--- src/shared/qmcs_pkg.sv ---
package qmcs_pkg;

   // =========================================================
   // register selects, numbered locally for this access port
   localparam logic [3:0] SEL_MOD_COND  = 4'h0;
   localparam logic [3:0] SEL_MOD_FALL  = 4'h1;
   localparam logic [3:0] SEL_MOD_RISE  = 4'h2;
   localparam logic [3:0] SEL_MOD_EVENT = 4'h3;
   localparam logic [3:0] SEL_MOD_MASK  = 4'h4;
   localparam logic [3:0] SEL_CAL_COND  = 4'h5;
   localparam logic [3:0] SEL_CAL_FALL  = 4'h6;
   localparam logic [3:0] SEL_CAL_RISE  = 4'h7;
   localparam logic [3:0] SEL_CAL_EVENT = 4'h8;
   localparam logic [3:0] SEL_CAL_MASK  = 4'h9;

   // =========================================================
   // field layout
   localparam int REG_WIDTH        = 16;
   localparam int MOD_USED_BITS    = 5;
   localparam int CAL_USED_BITS    = 2;
   localparam int MOD_UNDER1_BIT   = 0;
   localparam int MOD_OVER1_BIT    = 1;
   localparam int MOD_UNDER2_BIT   = 2;
   localparam int MOD_OVER2_BIT    = 3;
   localparam int MOD_UNCAL_BIT    = 4;
   localparam int CAL_DCZERO_BIT   = 0;
   localparam int CAL_IQ_BIT       = 1;
   localparam int PARENT_MOD_BIT   = 7;
   localparam int PARENT_CAL_BIT   = 8;

   // =========================================================
   // reset values
   localparam logic [15:0] FILTER_RESET = 16'h0000;
   localparam logic [15:0] MASK_RESET   = 16'h0000;
   localparam logic [15:0] EVENT_RESET  = 16'h0000;

   // raw status levels from the analog and calibration logic
   typedef struct packed {
      logic ext1Under;
      logic ext1Over;
      logic ext2Under;
      logic ext2Over;
      logic modUncal;
      logic dcFreqPhaseModZeroFail;
      logic iqCalFail;
   } qmcs_status_t;

   // register access request
   typedef struct packed {
      logic        wr;
      logic        rd;
      logic [3:0]  sel;
      logic [15:0] wdata;
   } qmcs_req_t;

endpackage

--- src/design/qmcs_group.sv ---
`timescale 1ns/1ps
// one status group: filters, sticky events, mask and summary
module qmcs_group
#(
   parameter int WIDTH = 16,
   parameter int USED  = 5
)
(
   // clock and reset
   input  wire logic             clk,
   input  wire logic             rst_n,
   // condition input (already synchronised)
   input  wire logic [WIDTH-1:0] cond,
   // register writes and event read
   input  wire logic             wrRise,
   input  wire logic             wrFall,
   input  wire logic             wrMask,
   input  wire logic [WIDTH-1:0] wdata,
   input  wire logic             rdEvent,
   // register contents and summary
   output logic      [WIDTH-1:0] riseFilter,
   output logic      [WIDTH-1:0] fallFilter,
   output logic      [WIDTH-1:0] eventBits,
   output logic      [WIDTH-1:0] eventMask,
   output logic                  summary
);
   import qmcs_pkg::*;

   // a group must own at least one bit and no more than it holds
   if (USED < 1 || USED > WIDTH)
   begin
      $error("qmcs_group: USED out of range");
   end

   localparam logic [WIDTH-1:0] USED_MASK =
      WIDTH'((64'h1 << USED) - 64'h1);

   logic [WIDTH-1:0] riseReg, riseNext;
   logic [WIDTH-1:0] fallReg, fallNext;
   logic [WIDTH-1:0] maskReg, maskNext;
   logic [WIDTH-1:0] eventReg, eventNext;
   logic [WIDTH-1:0] prevReg, prevNext;
   logic [WIDTH-1:0] hits;

   // =========================================================
   // next-state
   always_comb
   begin
      riseNext  = wrRise ? wdata : riseReg;
      fallNext  = wrFall ? wdata : fallReg;
      maskNext  = wrMask ? wdata : maskReg;
      prevNext  = cond & USED_MASK;
      // bits above USED never raise an event, whatever the filters hold
      hits      = ((cond & ~prevReg & riseReg)
                | (~cond & prevReg & fallReg)) & USED_MASK;
      // set wins over the read-clear so no change is lost
      eventNext = (rdEvent ? '0 : eventReg) | hits;
   end

   always_ff @(posedge clk or negedge rst_n)
   begin
      if (!rst_n)
      begin
         riseReg  <= FILTER_RESET;
         fallReg  <= FILTER_RESET;
         maskReg  <= MASK_RESET;
         eventReg <= EVENT_RESET;
         prevReg  <= '0;
      end
      else
      begin
         riseReg  <= riseNext;
         fallReg  <= fallNext;
         maskReg  <= maskNext;
         eventReg <= eventNext;
         prevReg  <= prevNext;
      end
   end

   assign riseFilter = riseReg;
   assign fallFilter = fallReg;
   assign eventBits  = eventReg;
   assign eventMask  = maskReg;
   assign summary    = |(eventReg & maskReg);
endmodule

--- src/design/qmcs_top.sv ---
`timescale 1ns/1ps
module qmcs_top
(
   // clock and reset
   input  wire logic                 clk,
   input  wire logic                 rst_n,
   // raw status levels, asynchronous to clk
   input  wire qmcs_pkg::qmcs_status_t status,
   // register access port
   input  wire qmcs_pkg::qmcs_req_t  req,
   output logic [15:0]               rdata,
   output logic                      rdValid,
   // summary bits into the parent questionable register
   output logic [15:0]               parentSummary
);
   import qmcs_pkg::*;

   // =========================================================
   // synchronisers
   // levels have no timing relation to clk: only stage B is ever read
   qmcs_status_t syncAReg, syncANext;
   qmcs_status_t syncBReg, syncBNext;

   always_comb
   begin
      syncANext = status;
      syncBNext = syncAReg;
   end

   always_ff @(posedge clk or negedge rst_n)
   begin
      if (!rst_n)
      begin
         syncAReg <= '0;
         syncBReg <= '0;
      end
      else
      begin
         syncAReg <= syncANext;
         syncBReg <= syncBNext;
      end
   end

   // =========================================================
   // condition registers
   logic [REG_WIDTH-1:0] modCond, calCond;

   always_comb
   begin
      modCond = '0;
      modCond[MOD_UNDER1_BIT] = syncBReg.ext1Under;
      modCond[MOD_OVER1_BIT]  = syncBReg.ext1Over;
      modCond[MOD_UNDER2_BIT] = syncBReg.ext2Under;
      modCond[MOD_OVER2_BIT]  = syncBReg.ext2Over;
      modCond[MOD_UNCAL_BIT]  = syncBReg.modUncal;
      calCond = '0;
      calCond[CAL_DCZERO_BIT] = syncBReg.dcFreqPhaseModZeroFail;
      calCond[CAL_IQ_BIT]     = syncBReg.iqCalFail;
   end

   // =========================================================
   // access decode
   function automatic logic hit(input qmcs_req_t r, input logic [3:0] s);
      hit = r.sel == s;
   endfunction

   logic rdModEvent, rdCalEvent;
   assign rdModEvent = req.rd && hit(req, SEL_MOD_EVENT);
   assign rdCalEvent = req.rd && hit(req, SEL_CAL_EVENT);

   logic [REG_WIDTH-1:0] modRise, modFall, modEvent, modMask;
   logic [REG_WIDTH-1:0] calRise, calFall, calEvent, calMask;
   logic                 modSummary, calSummary;

   // condition selects take no write
   qmcs_group #(.WIDTH(REG_WIDTH), .USED(MOD_USED_BITS)) modGroup
   (
      .clk        (clk),
      .rst_n      (rst_n),
      .cond       (modCond),
      .wrRise     (req.wr && hit(req, SEL_MOD_RISE)),
      .wrFall     (req.wr && hit(req, SEL_MOD_FALL)),
      .wrMask     (req.wr && hit(req, SEL_MOD_MASK)),
      .wdata      (req.wdata),
      .rdEvent    (rdModEvent),
      .riseFilter (modRise),
      .fallFilter (modFall),
      .eventBits  (modEvent),
      .eventMask  (modMask),
      .summary    (modSummary)
   );

   qmcs_group #(.WIDTH(REG_WIDTH), .USED(CAL_USED_BITS)) calGroup
   (
      .clk        (clk),
      .rst_n      (rst_n),
      .cond       (calCond),
      .wrRise     (req.wr && hit(req, SEL_CAL_RISE)),
      .wrFall     (req.wr && hit(req, SEL_CAL_FALL)),
      .wrMask     (req.wr && hit(req, SEL_CAL_MASK)),
      .wdata      (req.wdata),
      .rdEvent    (rdCalEvent),
      .riseFilter (calRise),
      .fallFilter (calFall),
      .eventBits  (calEvent),
      .eventMask  (calMask),
      .summary    (calSummary)
   );

   // =========================================================
   // read data, registered; value is the binary weighted sum
   logic [15:0] rdataReg, rdataNext;
   logic        rdValidReg, rdValidNext;
   logic [15:0] sumReg, sumNext;

   always_comb
   begin
      rdValidNext = req.rd;
      rdataNext   = rdataReg;
      if (req.rd)
      begin
         unique case (req.sel)
            SEL_MOD_COND:  rdataNext = modCond;
            SEL_MOD_FALL:  rdataNext = modFall;
            SEL_MOD_RISE:  rdataNext = modRise;
            SEL_MOD_EVENT: rdataNext = modEvent;
            SEL_MOD_MASK:  rdataNext = modMask;
            SEL_CAL_COND:  rdataNext = calCond;
            SEL_CAL_FALL:  rdataNext = calFall;
            SEL_CAL_RISE:  rdataNext = calRise;
            SEL_CAL_EVENT: rdataNext = calEvent;
            SEL_CAL_MASK:  rdataNext = calMask;
            default:       rdataNext = 16'h0000;
         endcase
      end
      sumNext = 16'h0000;
      sumNext[PARENT_MOD_BIT] = modSummary;
      sumNext[PARENT_CAL_BIT] = calSummary;
   end

   always_ff @(posedge clk or negedge rst_n)
   begin
      if (!rst_n)
      begin
         rdataReg   <= 16'h0000;
         rdValidReg <= 1'b0;
         sumReg     <= 16'h0000;
      end
      else
      begin
         rdataReg   <= rdataNext;
         rdValidReg <= rdValidNext;
         sumReg     <= sumNext;
      end
   end

   assign rdata         = rdataReg;
   assign rdValid       = rdValidReg;
   assign parentSummary = sumReg;
endmodule

--- config.mk ---
export PLATFORM = sky130hd
export DESIGN_NAME = qmcs_top
export DESIGN_NICKNAME = d
export VERILOG_FILES = /design/src/shared/qmcs_pkg.sv /design/src/design/qmcs_group.sv /design/src/design/qmcs_top.sv
export SDC_FILE = /design/constraint.sdc
export NUM_CORES = 1
export LEC_CHECK = 0
export ABC_AREA = 0
export BUFFER_PORTS_ARGS = -buffer_cell sky130_fd_sc_hd__buf_2
export CAP_MARGIN = 20
export CELL_PAD_IN_SITES_DETAIL_PLACEMENT = 2
export CELL_PAD_IN_SITES_GLOBAL_PLACEMENT = 2
export CORE_ASPECT_RATIO = 0.75
export CORE_MARGIN = 10
export CORE_UTILIZATION = 25
export DETAILED_ROUTE_END_ITERATION = 10
export GPL_TIMING_DRIVEN = 0
export PLACE_DENSITY_LB_ADDON = 0.1
export RECOVER_POWER = 50
export SLEW_MARGIN = 10
export SYNTH_ARGS = -nofsm -noshare
export SYNTH_HDL_FRONTEND = slang
export SYNTH_SLANG_ARGS = --single-unit
export TNS_END_PERCENT = 20
--- constraint.sdc ---
create_clock -name clk -period 2.5 [get_ports clk]
set_input_delay 0.25 -clock clk [delete_from_list [all_inputs] [get_ports clk]]
set_output_delay 0.25 -clock clk [all_outputs]
set_load 0.02 [all_outputs]
==> impl_metrics.tcl, run 1 <==
set metrics [dict create \
    antenna_cells 0 \
    syn2layout_area_growth_pct 22.7 \
    grt_util_met1_pct 18.5 \
    intPower_mw 4.80 \
    cp_max_fo 10 \
    peakVddDrop_mv 0.484 \
    die_x_um 201 \
    layout_min_cycle_time_ps 1860 \
    fin_nets 578 \
    cts.repair.resized 0 \
    synth-main-ff-cell "dfrtp_1" \
    synth-seq-area-share_pct 58.3 \
    grt.overflow.total 0 \
    ys_top_cells_by_count "143 x dfrtp_1, 98 x mux2_2, 37 x a22oi_1" \
    slew_headroom_pct 21.9 \
    grt_antenna_before_repair 0 \
    avgSynthCellArea_um2 13.3 \
    final_util_pct 31.3 \
    numPortBuffers 45 \
    async_reset_ff_share_pct 100 \
    grt_pass1_wl_um 30900 \
    routabilityCongestion 0.718 \
    rows 49 \
    drive_above_1_share_pct 38.8 \
    pin_count 64 \
    grt_max_degree 103 \
    worstSkewPairLatency_ps 430 \
    met2_usage_pct 19.2 \
    seqPwrFrac_pct 46.1 \
    pwr-share-clk_pct 40.7 \
    dieArea_um2 31300 \
    cp.arrival_ps 2210 \
    drtIter0Drc 258 \
    syn-cell-area_um2 6140 \
    slew_viol_final 0 \
    period_share_pct 74.5 \
    cts_hold_buf 9 \
    via_count 4104 \
    clockBufferDepth 2 \
    drv_cap 0 \
    coreArea_um2 24100 \
    drc 0 \
    p_per_area_nw_per_um2 873 \
    pwr-share-comb_pct 13.2 \
    synth_area_leaders "dfrtp_1 58%, mux2_2 18%, a22oi_1 4.5%, buf_4 2.1%, a31o_2 1.7%" \
    post_cts_buffers 0 \
    netlist-cell-type-count 40 \
    hold_viol 0 \
    clk_pin_slew_ps 70 \
    max_freq_ghz 0.537 \
    swShare_pct 27.1 \
    rsz0062_at_grt "no" \
    grt.met3_usage_pct 3.32 \
    worstMarginPinSlew_ps 1170 \
    synth_enable_flop_cells 0 \
    wirelength_um 19600 \
    syn_inst 460 \
    cts_buffers 17 \
    cts_tree "done" \
    floorplan.initialDensity_pct 25.5 \
    drt-vias-per-instance 4.61 \
    htreeDepth 4 \
    setup_viol 0 \
    busiest_layer "met2" \
    pre_cts_ws_ps 81.1 \
    drtPass1Iterations 4 \
    p_switching_mw 1.78 \
    clock_sinks 143 \
    p_leak_nw 3.21 \
    ys_ff_latch 143 \
    required_ps 2850 \
    critPathKind "in -> reg" \
    yosysTopAreaCell "dfrtp_1" \
    synth_top_area_share_pct 58.3 \
    grt_pass1_vias 4782 \
    skew_ps 6.76 \
    ys.warnings.count 0 \
    grt_usage_pct 13.1 \
    end_kind "flip-flop" \
    min_path_type "in -> reg" \
    cp-start-kind "primary input" \
    fp.dieH_um 156 \
    status "complete, no violations" \
    hpwl_um 13300 \
    fin_ws_ps 639 \
    root_buffer "clkbuf_16" \
    wire_per_inst_um 22.0 \
    yosysMostFrequentCell "dfrtp_1" \
    antenna_left 0 \
]
[layout make-up]
cell class / count / area (µm²)
timing repair buffer: 55 / 324
multi-input combinational: 276 / 2310
fill: 2578 / 16600
buffer: 38 / 244
sequential: 143 / 3580
clock inverter: 13 / 164
clock buffer: 19 / 443
inverter: 16 / 60.1
tap: 331 / 414
[flip-flops by register name (all words and copies together) (netlist names)]
signal,cells
modGroup.prevReg,5
parentSummary,2
modGroup.eventMask,16
modGroup.eventBits,5
syncAReg,7
calGroup.eventMask,16
modCond,5
calGroup.fallFilter,16
rdValid,1
modGroup.riseFilter,16
calGroup.eventBits,2
calGroup.riseFilter,16
modGroup.fallFilter,16
calCond,2
calGroup.prevReg,2
rdata,16
[worst max-delay path, stage by stage]
cell      delay, ps
buf_2            80
clkbuf_1        570
nand2_1         460
clkbuf_1        430
a31o_2          340
o21ai_0          70
[per-stage QoR]
step,total power [mW],hold WS (ps),instances,instance area (µm²),TNS [ps]
floorplan,3.58,-45.6,473,6190,0
global placement,3.89,334,849,6830,-154650
detailed placement,3.96,174,850,6870,0
CTS,6.70,102,891,7560,0
global route,6.93,124,891,7530,0
finish,6.58,133,891,7530,0
[power by group through the flow]
stage / logic [mW] / registers (mW) / clock network, mW
final: 0.871 / 3.03 / 2.67
after global routing: 0.978 / 3.09 / 2.86
after CTS: 0.904 / 3.03 / 2.76
after detailed placement: 0.889 / 3.07 / 0
after global placement: 0.848 / 3.04 / 0
after floorplan: 0.565 / 3.02 / 0
[layout by cell type, fill, tap and decap left out, drive strengths merged]
master,count
o2bb2ai,1
mux2i,5
bufinv,3
conb,14
clkbuf,41
nand3,3
nor3b,2
a2111oi,1
and3,1
buf,62
a211o,1
nand4,2
a221o,2
a31o,12
o22ai,4
nor2,6
o21ai,15
nand3b,11
a21oi,3
clkinvlp,5
a32oi,1
nand2,30
dlygate4sd3,9
o311a,1
mux2,98
nand2b,3
nor4b,1
a22oi,37
a211oi,1
a221oi,1
nor3,6
nor2b,3
inv,17
a222oi,2
clkinv,4
dfrtp,143
a22o,2
o211ai,7
[logic make-up (layout without fill, tap and decap cells)]
logic type / Yosys count / after routing / share of synthesized area [%]
flip-flops: 143 / 143 / 58.3
buffers and inverters: 54 / 141 / 4.95
other: 1 / 14 / 0.0611
AO/OA/AOI/OAI: 91 / 91 / 11.0
multiplexers: 103 / 103 / 18.8
AND/OR/NAND/NOR: 68 / 68 / 6.93
[worst paths after layout]
path | from | to | slack [ps] | depth (start not counted)
setup / recovery | req[20] | rdata[11] | 640 | 6
hold / removal | req[14] | modGroup.fallFilter[14] | 130 | 2
setup reg to reg | calGroup.fallFilter[0] | rdata[0] | 720 | 5
hold reg to reg | syncAReg[0] | calCond[1] | 350 | 0
max in group asynchronous | rst_n | calGroup.fallFilter[7] | 810 | 3
min in group asynchronous | rst_n | modCond[3] | 580 | 2
[per-layer routing]
layer / wire length, µm / share of wire [%] / vias to the layer above
met3: 760 / 3.9 / 14
met2: 8490 / 43 / 72
met1: 10100 / 52 / 2185
li1: - / - / 1833
met4: 193 / 0.99 / 0
met5: 0 / 0 / -
No activity file was read; power rests on OpenSTA's default activity.
==> run 2, diff against run 1 <==
--- a/config.mk
+++ b/config.mk
@@ -5,7 +5,7 @@
 export SDC_FILE = /design/constraint.sdc
 export NUM_CORES = 1
 export LEC_CHECK = 0
-export ABC_AREA = 0
+export ABC_AREA = 1
 export BUFFER_PORTS_ARGS = -buffer_cell sky130_fd_sc_hd__buf_2
 export CAP_MARGIN = 20
 export CELL_PAD_IN_SITES_DETAIL_PLACEMENT = 2
==> constraint.sdc (replaced) <==
create_clock -name clk -period 1.8 [get_ports clk]
set_input_delay 0.18 -clock clk [delete_from_list [all_inputs] [get_ports clk]]
set_output_delay 0.18 -clock clk [all_outputs]
set_load 0.02 [all_outputs]
==> run 2 against run 1 <==
  * Area after synthesis grew 1.9%
  * Critical path type unchanged
  * Routed wire length grew 21%
  * Final cell count grew 32%
  * First-iteration DRC count shrank 30%
  * Combinational power grew 37%
  * Hold slack lost 43 ps
  * Non-clock buffer count grew 12
  * Sequential power grew 36%
  * Design area grew 0.78%
==> impl_metrics.tcl, run 2 <==
set metrics [dict create \
    status "complete, no violations" \
    peakVddDrop_mv 0.673 \
    synth-main-ff-cell "dfrtp_1" \
    antenna_cells 0 \
    drt-vias-per-instance 4.56 \
    pre_cts_ws_ps -241 \
    ys_ff_latch 143 \
    wire_per_inst_um 20.1 \
    grt_pass1_vias 5947 \
    final_util_pct 30.7 \
    p_per_area_nw_per_um2 1150 \
    period_share_pct 89.8 \
    antenna_left 0 \
    p_switching_mw 2.55 \
    holdWs_ps 89.7 \
    synth_enable_flop_cells 0 \
    rsz0062_at_grt "no" \
    crit_family "buffers and inverters" \
    drtPass1Iterations 4 \
    avgSynthCellArea_um2 8.53 \
    cts_buffers 17 \
    coreArea_um2 24800 \
    root_buffer "clkbuf_16" \
    path_cells "buf_2, inv_1, nor2_1, nand2_1, inv_1, nand2_4, buf_6, nand2_1, o21ai_1" \
    routabilityCongestion 0.782 \
    total_power_mw 8.72 \
    max_freq_ghz 0.618 \
    pwr-share-clk_pct 38.9 \
    syn2layout_area_growth_pct 21.3 \
    slew_viol_final 0 \
    grt_max_degree 74 \
    synth_top_area_share_pct 57.2 \
    setup_viol 0 \
    drtIter0Drc 180 \
    intPower_mw 6.17 \
    skew_ps 9.37 \
    synth_area_leaders "dfrtp_1 57%, nand2_1 18%, o21ai_1 5.9%, nand3_1 3.6%, buf_4 2.5%" \
    n_fill_cell 2864 \
    slew_headroom_pct 27.8 \
    min_path_type "in -> reg" \
    syn_inst 734 \
    layout_min_cycle_time_ps 1620 \
    hpwl_um 16500 \
    end_kind "flip-flop" \
    cp_max_fo 10 \
    seqPwrFrac_pct 47.4 \
    p_leak_nw 3.87 \
    wirelength_um 23600 \
    critPathMaxStageDelay_ps 480 \
    cp.arrival_ps 1930 \
    rows 50 \
    syn-cell-area_um2 6260 \
    final_common_cell "nand2_1" \
    async_reset_ff_share_pct 100 \
    hold_viol 0 \
    drc 0 \
    grt.overflow.total 0 \
    netlist-cell-type-count 27 \
    crit_buf_inv 4 \
    fin_nets 856 \
    cts_tree "done" \
    placed_cells 1135 \
    yosysTopAreaCell "dfrtp_1" \
    ys.warnings.count 0 \
    critPathKind "in -> reg" \
    floorplan.initialDensity_pct 25.3 \
    worstMarginPinSlew_ps 1080 \
    final_cell_mix "302 x nand2_1, 143 x dfrtp_1, 59 x o21ai_1" \
    cp-start-kind "primary input" \
    synth-seq-area-share_pct 57.2 \
    pwr-share-comb_pct 13.7 \
    swShare_pct 29.3 \
    die_x_um 203 \
    worstSkewPairLatency_ps 430 \
    htreeDepth 4 \
    fin_ws_ps 183 \
    required_ps 2110 \
    cp_slowest_cell "inv_1" \
    clockBufferDepth 2 \
    post_cts_buffers 0 \
    fin_cells 1176 \
    dieArea_um2 31800 \
    clock_sinks 143 \
    place_area_um2 7010 \
    drv_cap 0 \
    grt_pass1_wl_um 36600 \
    numPortBuffers 49 \
    grt_antenna_before_repair 0 \
    yosysMostFrequentCell "nand2_1" \
    via_count 5361 \
    cts.repair.resized 0 \
    design_area_um2 7590 \
    pin_count 64 \
    clk_pin_slew_ps 60 \
    fp.dieH_um 157 \
    ys_top_cells_by_count "299 x nand2_1, 143 x dfrtp_1, 74 x o21ai_1" \
    final.setup.tns_ps 0 \
    grt_usage_pct 15.4 \
    drive_above_1_share_pct 15.2 \
]
[run 2: changes by cell type after synthesis, moves of 24 or more]
cell / delta
nand3_1: +42
o21ai_1: +74
a22oi_1: -37
inv_1: +24
mux2_2: -98
nand2_1: +274
[run 2: what timing repair did]
item / in CTS / in global routing
setup endpoints to repair: 0 / 0
endpoints found under the hold margin: 78 / 0
hold buffers: 9 / 0
[run 2: worst register-to-register path, cell delays in order (launching register included)]
cell      delay [ps]
dfrtp_1          400
nand2_1           90
nand2_1           90
a221oi_1         380
nand2_1          110
[run 2: cells by family after synthesis]
kind of cell,share of synthesized area (%)
simple gates,25.0
other cells,0.0599
flops,57.2
buf+inv,7.66
compound gates,10.1
[run 2: final timing paths]
check	from	to	slack, ps	cells after the start
worst min register to register	syncAReg[6]	modCond[0]	350	0
worst max-delay path	req[17]	calGroup.fallFilter[14]	180	9
worst min-delay path	req[10]	calGroup.fallFilter[10]	90	3
max in group asynchronous	rst_n	modGroup.riseFilter[8]	370	3
worst max register to register	modGroup.eventBits[0]	parentSummary[7]	610	4
min in group asynchronous	rst_n	rdata[1]	470	2
[run 2: cell type report]
class                      instances  area [µm²]  area share [%]
clock inverter                    10        88.8            1.17
sequential                       143        3580            47.1
tap                              338         423            5.57
timing repair buffer              59         345            4.55
multi-input combinational        513        2220            29.2
buffer                            46         305            4.02
clock buffer                      22         464            6.11
inverter                          45         169            2.22
[run 2: power groups by stage]
stage / sequential [mW] / combinational (mW) / clock, mW
2_1_floorplan: 4.15 / 0.703 / 0
3_3_place_gp: 4.15 / 1.16 / 0
4_1_cts: 4.13 / 1.25 / 3.51
3_5_place_dp: 4.18 / 1.23 / 0
5_1_grt: 4.21 / 1.39 / 3.67
6_report: 4.13 / 1.19 / 3.40
[run 2: metal layers]
metal	GRT usage [%]	share of wire [%]	vias up
li1	-	-	2495
met3	2.90	4.0	14
met2	24.8	47	73
met1	21.0	48	2779
met5	0	0	-
met4	3.47	0.80	0
